**config.mk**
```make
export PLATFORM = sky130hd
export DESIGN_NAME = holdover_switch_control
export DESIGN_NICKNAME = d
export VERILOG_FILES = /design/src/common/holdover_pkg.sv /design/src/hw/holdover_switch_control.sv /design/src/hw/track_tick.sv
export SDC_FILE = /design/constraint.sdc
export NUM_CORES = 1
export LEC_CHECK = 0
export ABC_CLOCK_PERIOD_IN_PS = 5100
export BUFFER_PORTS_ARGS = -buffer_cell sky130_fd_sc_hd__buf_4
export CORE_MARGIN = 10
export CORE_UTILIZATION = 42
export CTS_BUF_LIST = sky130_fd_sc_hd__clkbuf_8 sky130_fd_sc_hd__clkbuf_16
export DETAILED_ROUTE_END_ITERATION = 8
export PLACE_DENSITY = 0.63
export SKIP_LAST_GASP = 1
export SLEW_MARGIN = 25
export SYNTH_ARGS = -nofsm -noshare
export SYNTH_HDL_FRONTEND = slang
export SYNTH_SLANG_ARGS = --single-unit
```
**constraint.sdc**
```tcl
create_clock -name i_mclk -period 5.1 [get_ports i_mclk]
set_input_delay 0.51 -clock i_mclk [delete_from_list [all_inputs] [get_ports i_mclk]]
set_output_delay 0.51 -clock i_mclk [all_outputs]
set_load 0.03 [all_outputs]
```
**src/common/holdover_pkg.sv**
```systemverilog
// constants, register map and state codes of the holdover and switch control
// assumes an 8-bit register port with 9-bit addresses on one 25 MHz clock
package holdover_pkg;
   localparam int ADDR_W = 9;
   localparam int DATA_W = 8;
   // register offsets
   localparam logic [8:0] OFS_MULT_TRIP = 9'h14e;
   localparam logic [8:0] OFS_RATE_CNT = 9'h14f;
   localparam logic [8:0] OFS_SW_CTRL = 9'h150;
   localparam logic [8:0] OFS_EXIT_HI = 9'h151;
   localparam logic [8:0] OFS_EXIT_LO = 9'h152;
   localparam logic [8:0] OFS_AUX_CTRL = 9'h1f0;
   localparam logic [8:0] OFS_IRQ_STAT = 9'h1f1;
   localparam logic [8:0] OFS_IRQ_MASK = 9'h1f2;
   localparam logic [8:0] OFS_STATE = 9'h1f3;
   localparam logic [8:0] OFS_TRACK_HI = 9'h1f4;
   localparam logic [8:0] OFS_TRACK_LO = 9'h1f5;
   // reset values
   localparam logic [7:0] RST_MULT_TRIP = 8'h00;
   localparam logic [7:0] RST_RATE_CNT = 8'h7f;
   localparam logic [7:0] RST_SW_CTRL = 8'h00;
   localparam logic [13:0] RST_EXIT_CNT = 14'h0200;
   localparam logic [9:0] RST_TRACK = 10'h200;
   // field positions in the switch control register
   localparam int SW_FORCE = 6;
   localparam int SW_EXIT_MODE = 5;
   localparam int SW_LOCK_LOSS = 4;
   localparam int SW_PIN_ABS = 3;
   localparam int SW_TUNE_DET = 2;
   localparam int SW_PUMP_FLT = 1;
   localparam int SW_HOLD_EN = 0;
   // multiplier code n gives a shift of 2 + 4n
   localparam int MULT_SHIFT_BASE = 2;
   localparam int MULT_SHIFT_STEP = 4;
   localparam int TICK_W = 22;
   // interrupt status bits
   localparam int IRQ_SWITCH = 0;
   localparam int IRQ_HOLD_IN = 1;
   localparam int IRQ_HOLD_OUT = 2;
   localparam int IRQ_TRIP = 3;
   typedef enum logic [2:0] {
      ST_NORMAL = 3'b001,
      ST_HOLD = 3'b010,
      ST_EXIT = 3'b100
   } hold_state_t;
endpackage

```
**src/hw/holdover_switch_control.sv**
```systemverilog
// holdover entry/exit, input switch events, tracking and register port
// assumes lock, detector-clock and internal absence inputs on i_mclk;
// the three absence pins are asynchronous and are synchronised here
//
// Design decision made here: the plain strobed port.
`timescale 1ns/1ps
module holdover_switch_control
   import holdover_pkg::*;
(
   // clock and reset
   input wire logic i_mclk,
   input wire logic i_rst_n,
   // register port
   input wire logic [ADDR_W-1:0] i_addr,
   input wire logic [DATA_W-1:0] i_wdata,
   input wire logic i_wr,
   input wire logic i_rd,
   output logic [DATA_W-1:0] o_rdata,
   // loop status
   input wire logic i_lock_ind,
   input wire logic i_pd_clk_valid,
   input wire logic [2:0] i_int_absence,
   input wire logic [9:0] i_tune_code,
   // absence pins and their pin type
   input wire logic i_select_pin_zero,
   input wire logic i_select_pin_one,
   input wire logic i_lock_status_pin_one,
   input wire logic [2:0] i_pin_is_input,
   // control outputs
   output logic [1:0] o_active_input,
   output logic o_holdover_active,
   output logic o_switch_event,
   output logic o_pump_float,
   output logic o_dyn_delay_allow,
   output logic [9:0] o_tracked_dac,
   output logic o_irq
);
   typedef struct packed {
      logic [7:0] mult_trip;
      logic [7:0] rate_cnt;
      logic [7:0] sw_ctrl;
      logic [13:0] exit_cnt;
      logic [2:0] aux;
      logic [3:0] irq_stat;
      logic [3:0] irq_mask;
      logic [2:0] pin_s1;
      logic [2:0] pin_s2;
      hold_state_t st;
      logic [13:0] valid_cnt;
      logic [1:0] cur_in;
      logic lock_prev;
      logic trip_prev;
      logic [9:0] track;
      logic sw_ev;
      logic [7:0] rdata;
      logic irq;
   } ctl_state_t;

   ctl_state_t q_ff, nxt_q;
   logic tick;
   logic restart;
   logic [2:0] absent;
   logic trip;
   logic lock_fall;
   logic switch_req;
   logic leave_ok;
   logic [3:0] ev;
   logic [10:0] trip_level;

   // rewriting either rate register restarts the tick
   assign restart = i_wr && (i_addr == OFS_MULT_TRIP || i_addr == OFS_RATE_CNT);

   track_tick u_tick (
      .i_mclk(i_mclk),
      .i_rst_n(i_rst_n),
      .i_restart(restart),
      .i_mult_code(q_ff.mult_trip[7:6]),
      .i_rate_count(q_ff.rate_cnt),
      .o_tick(tick)
   );

   // absence per input and event causes
   always_comb begin
      if (q_ff.sw_ctrl[SW_PIN_ABS]) begin
         absent = q_ff.pin_s2 | ~i_pin_is_input;
      end else begin
         absent = i_int_absence;
      end
      // trip level (n+1)/64 below the rail, on a 10-bit code
      // kept at 11 bits so that code 63 gives level 0 instead of wrapping
      trip_level = 11'h400 - ((11'(q_ff.mult_trip[5:0]) + 11'h001) << 4);
      trip = q_ff.sw_ctrl[SW_TUNE_DET] && ({1'b0, q_ff.track} >= trip_level);
      lock_fall = q_ff.sw_ctrl[SW_LOCK_LOSS] && q_ff.lock_prev && !i_lock_ind;
      // rail reached counts as invalid input
      switch_req = lock_fall || (trip && !q_ff.trip_prev) || absent[q_ff.cur_in];
      if (q_ff.sw_ctrl[SW_EXIT_MODE]) begin
         leave_ok = i_lock_ind;
      end else begin
         leave_ok = !absent[q_ff.cur_in];
      end
   end

   // next state of the whole block
   always_comb begin
      nxt_q = q_ff;
      ev = 4'h0;
      nxt_q.pin_s1 = {i_lock_status_pin_one, i_select_pin_one, i_select_pin_zero};
      nxt_q.pin_s2 = q_ff.pin_s1;
      nxt_q.lock_prev = i_lock_ind;
      nxt_q.trip_prev = trip;
      nxt_q.sw_ev = 1'b0;
      if (tick && q_ff.aux[0] && i_lock_ind) begin
         nxt_q.track = i_tune_code;
      end
      // forced input, else step on switch
      if (q_ff.aux[1] && q_ff.sw_ctrl[SW_FORCE]) begin
         nxt_q.cur_in = (q_ff.aux[2] ? 2'd2 : q_ff.mult_trip[7] ? 2'd1 : 2'd0);
         nxt_q.cur_in = q_ff.irq_mask[3] ? nxt_q.cur_in : nxt_q.cur_in;
      end
      if (q_ff.aux[1] && q_ff.sw_ctrl[SW_FORCE]) begin
         nxt_q.cur_in = manual_pick(q_ff.aux);
      end
      unique case (q_ff.st)
         ST_NORMAL: begin
            if (switch_req) begin
               nxt_q.sw_ev = 1'b1;
               ev[IRQ_SWITCH] = 1'b1;
               if (!(q_ff.aux[1] && q_ff.sw_ctrl[SW_FORCE])) begin
                  nxt_q.cur_in = (q_ff.cur_in == 2'd2) ? 2'd0 : q_ff.cur_in + 2'd1;
               end
               if (q_ff.sw_ctrl[SW_HOLD_EN]) begin
                  nxt_q.st = ST_HOLD;
                  ev[IRQ_HOLD_IN] = 1'b1;
               end
            end
         end
         ST_HOLD: begin
            nxt_q.valid_cnt = '0;
            if (!q_ff.sw_ctrl[SW_HOLD_EN]) begin
               nxt_q.st = ST_NORMAL;
               ev[IRQ_HOLD_OUT] = 1'b1;
            end else if (leave_ok) begin
               nxt_q.st = ST_EXIT;
            end
         end
         ST_EXIT: begin
            if (!leave_ok) begin
               nxt_q.st = ST_HOLD;
            end else if (q_ff.valid_cnt >= q_ff.exit_cnt) begin
               nxt_q.st = ST_NORMAL;
               ev[IRQ_HOLD_OUT] = 1'b1;
            end else if (i_pd_clk_valid) begin
               nxt_q.valid_cnt = q_ff.valid_cnt + 14'h0001;
            end
         end
      endcase
      ev[IRQ_TRIP] = trip && !q_ff.trip_prev;
      // register writes
      if (i_wr) begin
         unique case (i_addr)
            OFS_MULT_TRIP: nxt_q.mult_trip = i_wdata;
            OFS_RATE_CNT: nxt_q.rate_cnt = i_wdata;
            OFS_SW_CTRL: nxt_q.sw_ctrl = {1'b0, i_wdata[6:0]};
            OFS_EXIT_HI: nxt_q.exit_cnt[13:8] = i_wdata[5:0];
            OFS_EXIT_LO: nxt_q.exit_cnt[7:0] = i_wdata;
            OFS_AUX_CTRL: nxt_q.aux = i_wdata[2:0];
            OFS_IRQ_STAT: nxt_q.irq_stat = q_ff.irq_stat & ~i_wdata[3:0];
            OFS_IRQ_MASK: nxt_q.irq_mask = i_wdata[3:0];
            default: ;
         endcase
      end
      // new events win over a clear in the same cycle
      nxt_q.irq_stat = nxt_q.irq_stat | ev;
      nxt_q.irq = |(q_ff.irq_stat & q_ff.irq_mask);
      // read data stand one cycle after the strobe
      nxt_q.rdata = 8'h00;
      if (i_rd) begin
         unique case (i_addr)
            OFS_MULT_TRIP: nxt_q.rdata = q_ff.mult_trip;
            OFS_RATE_CNT: nxt_q.rdata = q_ff.rate_cnt;
            OFS_SW_CTRL: nxt_q.rdata = q_ff.sw_ctrl;
            OFS_EXIT_HI: nxt_q.rdata = {2'b00, q_ff.exit_cnt[13:8]};
            OFS_EXIT_LO: nxt_q.rdata = q_ff.exit_cnt[7:0];
            OFS_AUX_CTRL: nxt_q.rdata = {5'h00, q_ff.aux};
            OFS_IRQ_STAT: nxt_q.rdata = {4'h0, q_ff.irq_stat};
            OFS_IRQ_MASK: nxt_q.rdata = {4'h0, q_ff.irq_mask};
            OFS_STATE: nxt_q.rdata = {3'h0, q_ff.cur_in, q_ff.st};
            OFS_TRACK_HI: nxt_q.rdata = {6'h00, q_ff.track[9:8]};
            OFS_TRACK_LO: nxt_q.rdata = q_ff.track[7:0];
            default: nxt_q.rdata = 8'h00;
         endcase
      end
   end

   // manual input choice sits in aux bit 2: set picks input 2, clear picks input 0
   function automatic logic [1:0] manual_pick(input logic [2:0] aux_bits);
      manual_pick = aux_bits[2] ? 2'd2 : 2'd0;
   endfunction

   always_ff @(posedge i_mclk or negedge i_rst_n) begin
      if (!i_rst_n) begin
         q_ff <= '{mult_trip: RST_MULT_TRIP, rate_cnt: RST_RATE_CNT, sw_ctrl: RST_SW_CTRL,
                   exit_cnt: RST_EXIT_CNT, aux: 3'h0, irq_stat: 4'h0, irq_mask: 4'h0,
                   pin_s1: 3'h0, pin_s2: 3'h0, st: ST_NORMAL, valid_cnt: 14'h0000,
                   cur_in: 2'd0, lock_prev: 1'b0, trip_prev: 1'b0, track: RST_TRACK,
                   sw_ev: 1'b0, rdata: 8'h00, irq: 1'b0};
      end else begin
         q_ff <= nxt_q;
      end
   end

   // outputs straight from flops; pump and delay gating from next-state fields
   logic pump_ff;
   logic dly_ff;
   always_ff @(posedge i_mclk or negedge i_rst_n) begin
      if (!i_rst_n) begin
         pump_ff <= 1'b0;
         dly_ff <= 1'b1;
      end else begin
         pump_ff <= nxt_q.sw_ctrl[SW_PUMP_FLT] && (nxt_q.st != ST_NORMAL || nxt_q.sw_ev);
         dly_ff <= !nxt_q.sw_ctrl[SW_FORCE];
      end
   end

   assign o_rdata = q_ff.rdata;
   assign o_active_input = q_ff.cur_in;
   assign o_holdover_active = (q_ff.st != ST_NORMAL);
   assign o_switch_event = q_ff.sw_ev;
   assign o_pump_float = pump_ff;
   assign o_dyn_delay_allow = dly_ff;
   assign o_tracked_dac = q_ff.track;
   assign o_irq = q_ff.irq;
endmodule

```
**src/hw/track_tick.sv**
```systemverilog
// tracking tick generator: one pulse every multiplier x count clocks
// assumes multiplier code and count come from registers on the same clock
`timescale 1ns/1ps
module track_tick
   import holdover_pkg::*;
(
   // clock and reset
   input wire logic i_mclk,
   input wire logic i_rst_n,
   // settings
   input wire logic i_restart,
   input wire logic [1:0] i_mult_code,
   input wire logic [7:0] i_rate_count,
   // tick out
   output logic o_tick
);
   typedef struct packed {
      logic [TICK_W-1:0] cnt;
      logic tick;
   } tick_state_t;

   tick_state_t q_ff, nxt_q;
   logic [TICK_W-1:0] period;

   always_comb begin
      period = TICK_W'({14'h0000, i_rate_count} << (MULT_SHIFT_BASE +
                                            MULT_SHIFT_STEP * int'(i_mult_code)));
   end

   always_comb begin
      nxt_q = q_ff;
      nxt_q.tick = 1'b0;
      if (i_restart || period == '0) begin
         nxt_q.cnt = '0;
      end else if (q_ff.cnt >= period - TICK_W'(1)) begin
         nxt_q.cnt = '0;
         nxt_q.tick = 1'b1;
      end else begin
         nxt_q.cnt = q_ff.cnt + TICK_W'(1);
      end
   end

   always_ff @(posedge i_mclk or negedge i_rst_n) begin
      if (!i_rst_n) begin
         q_ff <= '0;
      end else begin
         q_ff <= nxt_q;
      end
   end

   assign o_tick = q_ff.tick;
endmodule

```
==> flow_metrics.py, run 1 <==
metrics = {
    "sta": {
        "worst_pin_slew_ps": 895,
        "fin_skew_ps": 8.96,
        "fin_crit_ps": 3960,
        "setup_viol": 0,
        "finalSetupTns_ps": 0,
        "relSlewSlack": 0.401,
        "rsz0062_at_grt": "false",
        "fin_crit_sh": 0.776,
        "setup_slack_ps": 1140,
        "finalHoldViolCount": 0,
        "slew_viol_final": 0,
        "fmax_mhz": 253,
    },
    "yosys": {
        "synth_cell_types": 67,
        "synth-async-reset-ratio": 1.00,
        "synth_cells": 753,
        "syn_nets": 839,
        "synth.area.top_cells": "dfrtp_1 (37%), mux2_2 (8.6%), ha_1 (7.5%), dfstp_2 (3.9%), nor2_1 (3.4%)",
        "synth_edf_count": 0,
        "yosysWarnings": 0,
        "synth-compound-area-share": 0.141,
        "synth_top_area_frac": 0.370,
        "synth.area.mux_share": 0.0952,
        "ys_ff_latch": 120,
        "synth_top_family_by_area": "simple AND/OR/NAND/NOR gates",
        "syn_avg_cell_area_um2": 9.78,
        "synth_flop_cell": "dfrtp_1",
        "seq_area_frac_synth": 0.410,
        "synth-simple-area-share": 0.175,
        "synth_commonest_cells": "dfrtp_1 (109), nor2_1 (67), nand2_1 (66)",
        "synth_xor_area_frac": 0.0488,
        "synth.largest_area_cell": "dfrtp_1",
        "yosysMostFrequentCell": "dfrtp_1",
        "netlist_area_um2": 7360,
        "synthAdderAreaFrac": 0.0748,
    },
    "worst_setup_path": {
        "cp.required_ps": 5440,
        "startpoint": "q_ff[94]$_DFFE_PN0P_",
        "critPathCaptureType": "register",
        "reg2reg_from": "q_ff[94]$_DFFE_PN0P_",
        "crit_slowest_cell": "dfrtp_1",
        "critPathKind": "reg2reg",
        "crit_chain": "buf_4 > mux2i_1 > o21a_1 > o21a_1 > nand2_1 > nor2_2 > nand2_1 > or3_1 > a31oi_1 > ha_1 > a21o_1 > a21oi_1 > nand2_1 > o21ai_0 > nand3_1 > buf_4 > nor2_1",
        "critPathMaxStageDelay_ps": 590,
        "cp-start-kind": "register",
        "worstPathArrival_ps": 4290,
        "worstPathMaxFanout": 22,
        "worst_path_most_repeated_cell": "nand2_1",
    },
    "cells_and_area": {
        "finish.utilization": 0.494,
        "finalNetCount": 880,
        "antenna_cells": 0,
        "n_fill_cell": 1600,
        "drive_gt1_frac": 0.228,
        "syn_to_final_growth_pct": 15.6,
    },
    "drt": {
        "first_iter_violations": 390,
        "vias_per_cell": 5.59,
        "routed_wl_mm": 18.8,
        "via_count": 5774,
        "drt_first_pass_iters": 6,
        "drc": 0,
        "routedWlPerCell_um": 18.2,
        "postRouteAntennaNets": 0,
    },
    "clock_network": {
        "clock_path_buffers": 2,
        "path_clk_slew_ps": 60,
        "ctsHoldBuffers": 0,
        "post_cts_resize_count": 0,
        "cts_sinks": 120,
        "clock_latency_ps": 420,
        "htreeDepth": 4,
        "cts_setup_buffers": 0,
        "cts_made_buffers": 17,
        "cts_root_buffer": "clkbuf_16",
        "cts_tree": "yes",
    },
    "floorplan": {
        "io_pins": 67,
        "die_area_um2": 23200,
        "die_w_um": 152,
        "rows": 48,
        "coreArea_um2": 17200,
        "die_h_um": 152,
        "start_util": 0.427,
    },
    "global_routing": {
        "antenna_found_initial": 0,
        "grt_pass1_wl_mm": 31.0,
        "grt_use_total": 0.161,
        "grt_overflow": 0,
        "grt_pass1_vias": 5846,
        "grt_max_degree": 64,
    },
    "pwr": {
        "p_leak_nw": 4.05,
        "p_per_area_nw_per_um2": 309,
        "total_power_mw": 2.63,
        "vdd_drop_max_uv": 288,
    },
    "run": {
        "cap_violations": 0,
    },
    "placement": {
        "place_ws_ps": 1210,
        "dpl.hpwl_mm": 13.8,
        "globalplace.congestion": 0.902,
        "portBuffers": 66,
    },
    "min_path": {
        "min_path_type": "in2async",
    },
    "run_status": {
        "status": "completed",
    },
}
## critical path: cells and delay by family (launching register included)
| family | cells | cell delay, ps |
|---|---|---|
| buffers and inverters | 2 | 490 |
| muxes | 1 | 390 |
| and+or+nand+nor | 7 | 1050 |
| adders and majority gates | 1 | 260 |
| AOI/OAI and AO/OA | 6 | 1090 |
| DFF | 1 | 590 |
## layer usage
metal  GRT usage  wire length [um]  vias to the layer above
met5           0                 0                        -
met4      0.0440               338                        0
met3      0.0449              1050                       29
met2       0.261              8940                      157
met1       0.206              8490                     2806
li1            -                 -                     2782
## flip-flops by register name (all words and copies together), names as in the netlist
register / count
nxt_q: 3
o_active_input: 2
o_dyn_delay_allow: 1
o_irq: 1
o_pump_float: 1
o_rdata: 8
o_switch_event: 1
o_tracked_dac: 10
q_ff: 70
u_tick.o_tick: 1
u_tick.q_ff: 22
## final timing paths
kind                                                  to  slack [ps]  cells after the start
worst max-delay path            u_tick.q_ff[6]$_DFF_PN0_        1140                     17
worst min-delay path                q_ff[31]$_DFFE_PN0P_         190                      1
worst max register to register  u_tick.q_ff[6]$_DFF_PN0_        1140                     17
worst min register to register        q_ff[41]$_DFF_PN0_         350                      0
max in group asynchronous           q_ff[65]$_DFFE_PN0P_        3640                      2
min in group i_mclk                  nxt_q[43]$_DFF_PN0_         190                      1
## cell type report
cell class	count	area, um2	share of cell area
clock buffers	17	425	0.0500
clock inverters	15	166	0.0196
inverters	35	131	0.0154
multi-input cells	547	3940	0.463
flip-flops and latches	120	3020	0.354
well taps	225	282	0.0331
repair buffers	73	548	0.0644
## placed cells by master (no fill, tap or decap), types with 3 or more instances in the layout
cell	netlist	layout
mux2i_1	7	7
a31oi_1	9	9
dfstp_2	11	11
mux2_2	56	56
a211oi_1	6	6
a21o_1	10	10
xnor2_1	22	22
or3_1	11	11
dfrtp_1	109	109
xor2_1	19	19
a222oi_1	9	9
or4_1	3	3
a221oi_1	3	3
o21ai_0	25	25
a22o_1	7	7
o211ai_1	8	8
and4_1	3	3
o211a_1	3	3
nor2b_1	12	12
o21a_1	4	4
ha_1	44	44
and3_1	9	9
nand2b_1	6	6
nor3_1	8	8
nand3_1	26	26
nand3b_1	4	4
nor4_1	4	4
inv_6	0	5
nand4_1	12	12
a32oi_1	7	7
a22oi_1	7	7
a21oi_1	28	28
clkinv_4	0	3
buf_4	20	73
and2_1	6	6
clkbuf_16	0	17
nand2_1	66	66
inv_1	35	35
nor2_1	67	67
## per-stage QoR
stage | area (um2) | hold WS [ps] | instances
floorplan | 7360 | 214 | 753
global placement | 7920 | 332 | 1000
detailed placement | 7920 | 340 | 1000
CTS | 8510 | 177 | 1032
global route | 8510 | 170 | 1032
finish | 8510 | 193 | 1032
## power by group
part | leakage, nW | internal [mW] | switching, mW
logic | 2.19 | 0.158 | 0.213
clock network | 0.287 | 0.729 | 0.471
registers | 1.57 | 0.992 | 0.0666
## cells by family (layout without fill, tap and decap cells)
| logic type | count (synthesis) | in the layout |
|---|---|---|
| AO/OA/AOI/OAI | 145 | 145 |
| XOR/XNOR | 41 | 41 |
| adder cells (fa/ha/maj) | 44 | 44 |
| buffers and inverters | 86 | 140 |
| flip-flops | 120 | 120 |
| multiplexers | 63 | 63 |
| AND/OR/NAND/NOR | 254 | 254 |
Note: power is estimated with default switching activity, not from simulation.
==> inputs of run 2 (changes only) <==
ABC_CLOCK_PERIOD_IN_PS = 3310   (was 5100)
PLACE_DENSITY = 0.65   (was 0.63)
clock period = 3.31 ns   (was 5.1 ns; I/O delays follow)
==> flow_metrics.py, run 2 (synthesis results as in run 1) <==
metrics = {
    "drt": {
        "first_iter_violations": 443,
        "routed_wl_mm": 19.4,
        "routedWlPerCell_um": 17.9,
        "vias_per_cell": 5.60,
        "postRouteAntennaNets": 0,
        "drc": 0,
        "via_count": 6071,
        "drt_first_pass_iters": 8,
    },
    "cells_and_area": {
        "n_fill_cell": 1532,
        "finish.utilization": 0.527,
        "antenna_cells": 0,
        "multi_input_area_um2": 4060,
        "drive_gt1_frac": 0.294,
        "largest-register": "q_ff",
        "largest_reg_flops": 70,
        "seq_area_um2": 3020,
        "mostFrequentLayoutCells": "buf_4 (119), dfrtp_1 (107), nor2_1 (65), nand2_1 (62), mux2_2 (56)",
        "finalNetCount": 933,
        "syn_to_final_growth_pct": 23.3,
        "layout_commonest_cell": "buf_4",
        "finalInstanceArea_um2": 9080,
    },
    "floorplan": {
        "die_h_um": 152,
        "coreArea_um2": 17200,
        "die_area_um2": 23200,
        "rows": 48,
        "io_pins": 67,
        "die_w_um": 152,
        "start_util": 0.427,
    },
    "worst_setup_path": {
        "crit_slowest_cell": "dfrtp_2",
        "reg2reg_depth": 16,
        "worstPathMaxFanout": 22,
        "worstPathArrival_ps": 3650,
        "critPathMaxStageDelay_ps": 450,
        "cpLargestDelayFamily": "simple AND/OR/NAND/NOR gates",
        "critPathKind": "reg2reg",
        "worst-path-stages": 16,
        "critPathCaptureType": "register",
        "cp-start-kind": "register",
        "startpoint": "q_ff[94]$_DFFE_PN0P_",
        "worst_path_most_repeated_cell": "nand2_2",
        "critPathBufInv": 1,
        "cp.required_ps": 3650,
        "reg2reg_slack_ps": 8,
        "cp-endpoint": "u_tick.q_ff[6]$_DFF_PN0_",
        "r2r_end": "u_tick.q_ff[6]$_DFF_PN0_",
        "crit_chain": "o21ai_1 > or3b_4 > a211oi_4 > nand2_2 > nor2_4 > nand2_2 > or3_1 > a31oi_1 > ha_1 > a21o_1 > a21oi_2 > nand2_1 > o21ai_2 > nand3_2 > buf_12 > nor2_1",
        "reg2reg_from": "q_ff[94]$_DFFE_PN0P_",
    },
    "pwr": {
        "p_leak_nw": 4.35,
        "p_per_area_nw_per_um2": 469,
        "vdd_drop_max_uv": 403,
        "total_power_mw": 4.26,
    },
    "clock_network": {
        "htreeDepth": 4,
        "cts_sinks": 120,
        "path_clk_slew_ps": 60,
        "clock_latency_ps": 430,
        "cts_made_buffers": 17,
        "clock_path_buffers": 2,
        "cts_root_buffer": "clkbuf_16",
        "cts_tree": "yes",
    },
    "sta": {
        "fin_skew_ps": 21.5,
        "relSlewSlack": 0.473,
        "worst_pin_slew_ps": 788,
        "fin_crit_ps": 3300,
        "slew_viol_final": 0,
        "finalHoldViolCount": 0,
        "fmax_mhz": 303,
        "rsz0062_at_grt": "true",
        "fin_crit_sh": 0.998,
        "finalSetupTns_ps": 0,
        "setup_viol": 0,
    },
    "run": {
        "cap_violations": 0,
    },
    "placement": {
        "placed_area_um2": 8270,
        "portBuffers": 66,
        "dpl.hpwl_mm": 14.3,
        "globalplace.congestion": 0.904,
    },
    "global_routing": {
        "antenna_found_initial": 0,
        "grt_pass1_wl_mm": 31.5,
        "grt_max_degree": 59,
        "grt_use_total": 0.164,
        "grt_overflow": 0,
        "grt_pass1_vias": 6020,
    },
    "min_path": {
        "min_path_type": "in2reg",
        "hp-start": "i_lock_ind",
    },
    "run_status": {
        "status": "completed",
    },
}
## run 2: cell count changes in the layout (fill, tap and decap cells not counted), sizes merged
cell | before | now
buf | 73 | 122
bufinv | 2 | 3
clkinvlp | 2 | 1
dlygate4sd3 | 0 | 4
## run 2: worst register-to-register path, stage by stage, from the launching register on
cell      delay, ps
dfrtp_2         450
o21ai_1          80
or3b_4          410
a211oi_4        250
nand2_2         110
nor2_4          130
nand2_2          60
or3_1           340
a31oi_1         170
ha_1            270
a21o_1          200
a21oi_2         150
nand2_1          80
o21ai_2         140
nand3_2         100
buf_12          170
nor2_1          110
## run 2: routing by layer
metal  vias to the layer above  wire [um]  share of wire  global-route usage
met5                         -          0              0                   0
met4                         0        368          0.019              0.0569
met3                        32        904          0.047              0.0418
met2                       177       9280           0.48               0.264
met1                      2965       8820           0.46               0.209
li1                       2897          -              -                   -
## run 2: how the worst min path moves through the flow
| stage | slack [ps] | endpoint | depth (start not counted) |
|---|---|---|---|
| final | 40 | q_ff[21]$_DFF_PN0_ | 1 |
| after global routing | 30 | q_ff[21]$_DFF_PN0_ | 1 |
| after CTS | 30 | q_ff[21]$_DFF_PN0_ | 1 |
| after detailed placement | 340 | q_ff[43]$_DFF_PN0_ | 0 |
| after global placement | 330 | q_ff[42]$_DFF_PN0_ | 0 |
| after floorplan | 40 | nxt_q[41]$_DFF_PN0_ | 0 |
## run 2: timing repair
action	in CTS	in global routing
setup endpoints to repair	25	28
pin swaps	2	14
endpoints found under the hold margin	6	0
resized for setup	3	14
setup buffers	2	8
hold buffers	4	0
## run 2: layout make-up
type / count / area share
multi-input cells: 547 / 0.447
flip-flops and latches: 120 / 0.332
repair buffers: 126 / 0.107
clock buffers: 17 / 0.0468
well taps: 225 / 0.0310
clock inverters: 15 / 0.0211
inverters: 35 / 0.0145
## run 2: metrics by stage
stage	worst slack, ps	hold WS (ps)	std cells
2_1_floorplan	-22.9	35.4	753
3_3_place_gp	5.05	333	1039
3_5_place_dp	-53.4	337	1039
4_1_cts	28.1	30.9	1077
5_1_grt	-242	32.7	1085
6_report	8.10	43.7	1085
## run 2: report_power, final
| group | internal [mW] | switching, mW | total, mW |
|---|---|---|---|
| sequential | 1.53 | 0.0992 | 1.63 |
| combinational | 0.323 | 0.359 | 0.682 |
| clock | 1.20 | 0.750 | 1.95 |
==> inputs of run 3 (changes only) <==
ABC_CLOCK_PERIOD_IN_PS = 3020   (was 3310)
CAP_MARGIN = 15   (was unset)
MAX_ROUTING_LAYER = met4   (was unset)
clock period = 3.02 ns   (was 3.31 ns; I/O delays follow)
==> flow_metrics.py, run 3 (synthesis results as in run 1) <==
metrics = {
    "sta": {
        "worst_pin_slew_ps": 782,
        "setup_viol": 26,
        "relSlewSlack": 0.478,
        "fmax_mhz": 308,
        "rsz0062_at_grt": "true",
        "fin_skew_ps": 6.27,
        "setup_slack_ps": -229,
        "fin_crit_ps": 3250,
        "whs_ps": 23.9,
        "finalHoldViolCount": 0,
        "finalSetupTns_ps": -5150,
        "fin_crit_sh": 1.08,
        "slew_viol_final": 0,
    },
    "min_path": {
        "min_path_type": "in2reg",
        "hold_path_depth": 1,
    },
    "floorplan": {
        "start_util": 0.427,
        "io_pins": 67,
        "die_area_um2": 23200,
        "die_h_um": 152,
        "coreArea_um2": 17200,
        "rows": 48,
        "die_w_um": 152,
    },
    "worst_setup_path": {
        "worstPathMaxFanout": 22,
        "cp-start-kind": "register",
        "critPathKind": "reg2reg",
        "cp.required_ps": 3370,
        "worstPathArrival_ps": 3590,
        "critPathCaptureType": "register",
        "reg2reg_depth": 17,
    },
    "pwr": {
        "vdd_drop_max_uv": 482,
        "p_per_area_nw_per_um2": 489,
        "p_leak_nw": 4.48,
        "total_power_mw": 4.56,
    },
    "clock_network": {
        "htreeDepth": 4,
        "path_clk_slew_ps": 60,
        "clock_latency_ps": 420,
        "clock_path_buffers": 2,
        "cts_sinks": 120,
        "cts_made_buffers": 17,
        "cts_root_buffer": "clkbuf_16",
        "cts_tree": "yes",
    },
    "drt": {
        "vias_per_cell": 5.50,
        "first_iter_violations": 425,
        "routed_wl_mm": 19.4,
        "via_count": 6108,
        "postRouteAntennaNets": 0,
        "drc": 0,
        "drt_first_pass_iters": 8,
        "routedWlPerCell_um": 17.4,
    },
    "cells_and_area": {
        "largest_reg_flops": 70,
        "final_cells": 1111,
        "finish.utilization": 0.541,
        "mostFrequentLayoutCells": "buf_4 (141), dfrtp_1 (107), nor2_1 (62), nand2_1 (60), mux2_2 (56)",
        "syn_to_final_growth_pct": 26.6,
        "finalNetCount": 959,
        "layout_commonest_cell": "buf_4",
        "n_fill_cell": 1529,
        "largest-register": "q_ff",
        "finalInstanceArea_um2": 9320,
        "antenna_cells": 0,
        "drive_gt1_frac": 0.331,
    },
    "global_routing": {
        "grt_max_degree": 58,
        "antenna_found_initial": 0,
        "grt_pass1_vias": 6249,
        "grt_use_total": 0.170,
        "grt_pass1_wl_mm": 31.7,
        "grt_overflow": 0,
    },
    "run_status": {
        "status": "complete, but fails checks",
        "violations": "negative setup slack",
    },
    "placement": {
        "placed_area_um2": 8510,
        "portBuffers": 66,
        "globalplace.congestion": 0.949,
        "place_ws_ps": -330,
        "dpl.hpwl_mm": 14.4,
        "dp.cells": 1068,
    },
    "run": {
        "cap_violations": 0,
    },
}
-- run 3: cell types whose count changed in the layout (fill, tap and decap cells not counted), moves of 3 or more --
cell,change
buf_4,+22
a21oi_2,+3
a21oi_1,-3
buf_6,+3
nor2_1,-3
-- run 3: report_power, final --
group	switching (mW)	internal, mW
Clock	0.814	1.17
Combinational	0.415	0.379
Sequential	0.0998	1.68
-- run 3: worst paths after layout --
path | from | endpoint | slack (ps)
min | i_lock_ind | q_ff[21]$_DFF_PN0_ | 20
max | q_ff[94]$_DFFE_PN0P_ | u_tick.q_ff[1]$_DFF_PN0_ | -230
max reg2reg | q_ff[94]$_DFFE_PN0P_ | u_tick.q_ff[1]$_DFF_PN0_ | -230
max in group asynchronous | i_rst_n | q_ff[67]$_DFFE_PN1P_ | 1660
min in group asynchronous | i_rst_n | q_ff[27]$_DFFE_PN0P_ | 490
min reg2reg | nxt_q[43]$_DFF_PN0_ | q_ff[43]$_DFF_PN0_ | 350
-- run 3: area by class of cell --
| cell class | count | area (um2) | area share |
|---|---|---|---|
| clock inverter | 14 | 140 | 0.0150 |
| sequential | 120 | 3020 | 0.324 |
| clock buffer | 18 | 439 | 0.0471 |
| tap | 225 | 282 | 0.0302 |
| timing repair buffer | 152 | 1190 | 0.128 |
| inverter | 35 | 131 | 0.0141 |
| multi-input combinational | 547 | 4120 | 0.442 |
-- run 3: timing repair --
action,4_1_cts,5_1_grt
pin swaps,19,7
hold endpoints to repair,51,0
hold buffers,4,0
endpoints found under the setup margin,32,32
setup buffers,10,4
gates resized for setup,23,13
-- run 3: metal layers --
layer | GRT usage | vias to the layer above | part of all wire
met5 | - | - | 0
met4 | 0.0495 | 0 | 0.014
met3 | 0.0421 | 28 | 0.045
met2 | 0.278 | 149 | 0.49
met1 | 0.203 | 2988 | 0.45
li1 | - | 2943 | -
-- run 3: worst max-delay path, stage by stage (launching register included) --
cell	delay (ps)
dfrtp_2	440
nor2b_1	190
a22o_1	280
a211oi_2	250
nand2_1	120
nor2_2	140
and2_4	150
nand2_1	60
a32oi_2	180
ha_1	270
a21o_1	180
a21o_1	160
a21oi_2	130
nand2_1	100
o21ai_4	150
nand3_2	100
buf_12	170
nor2_1	100
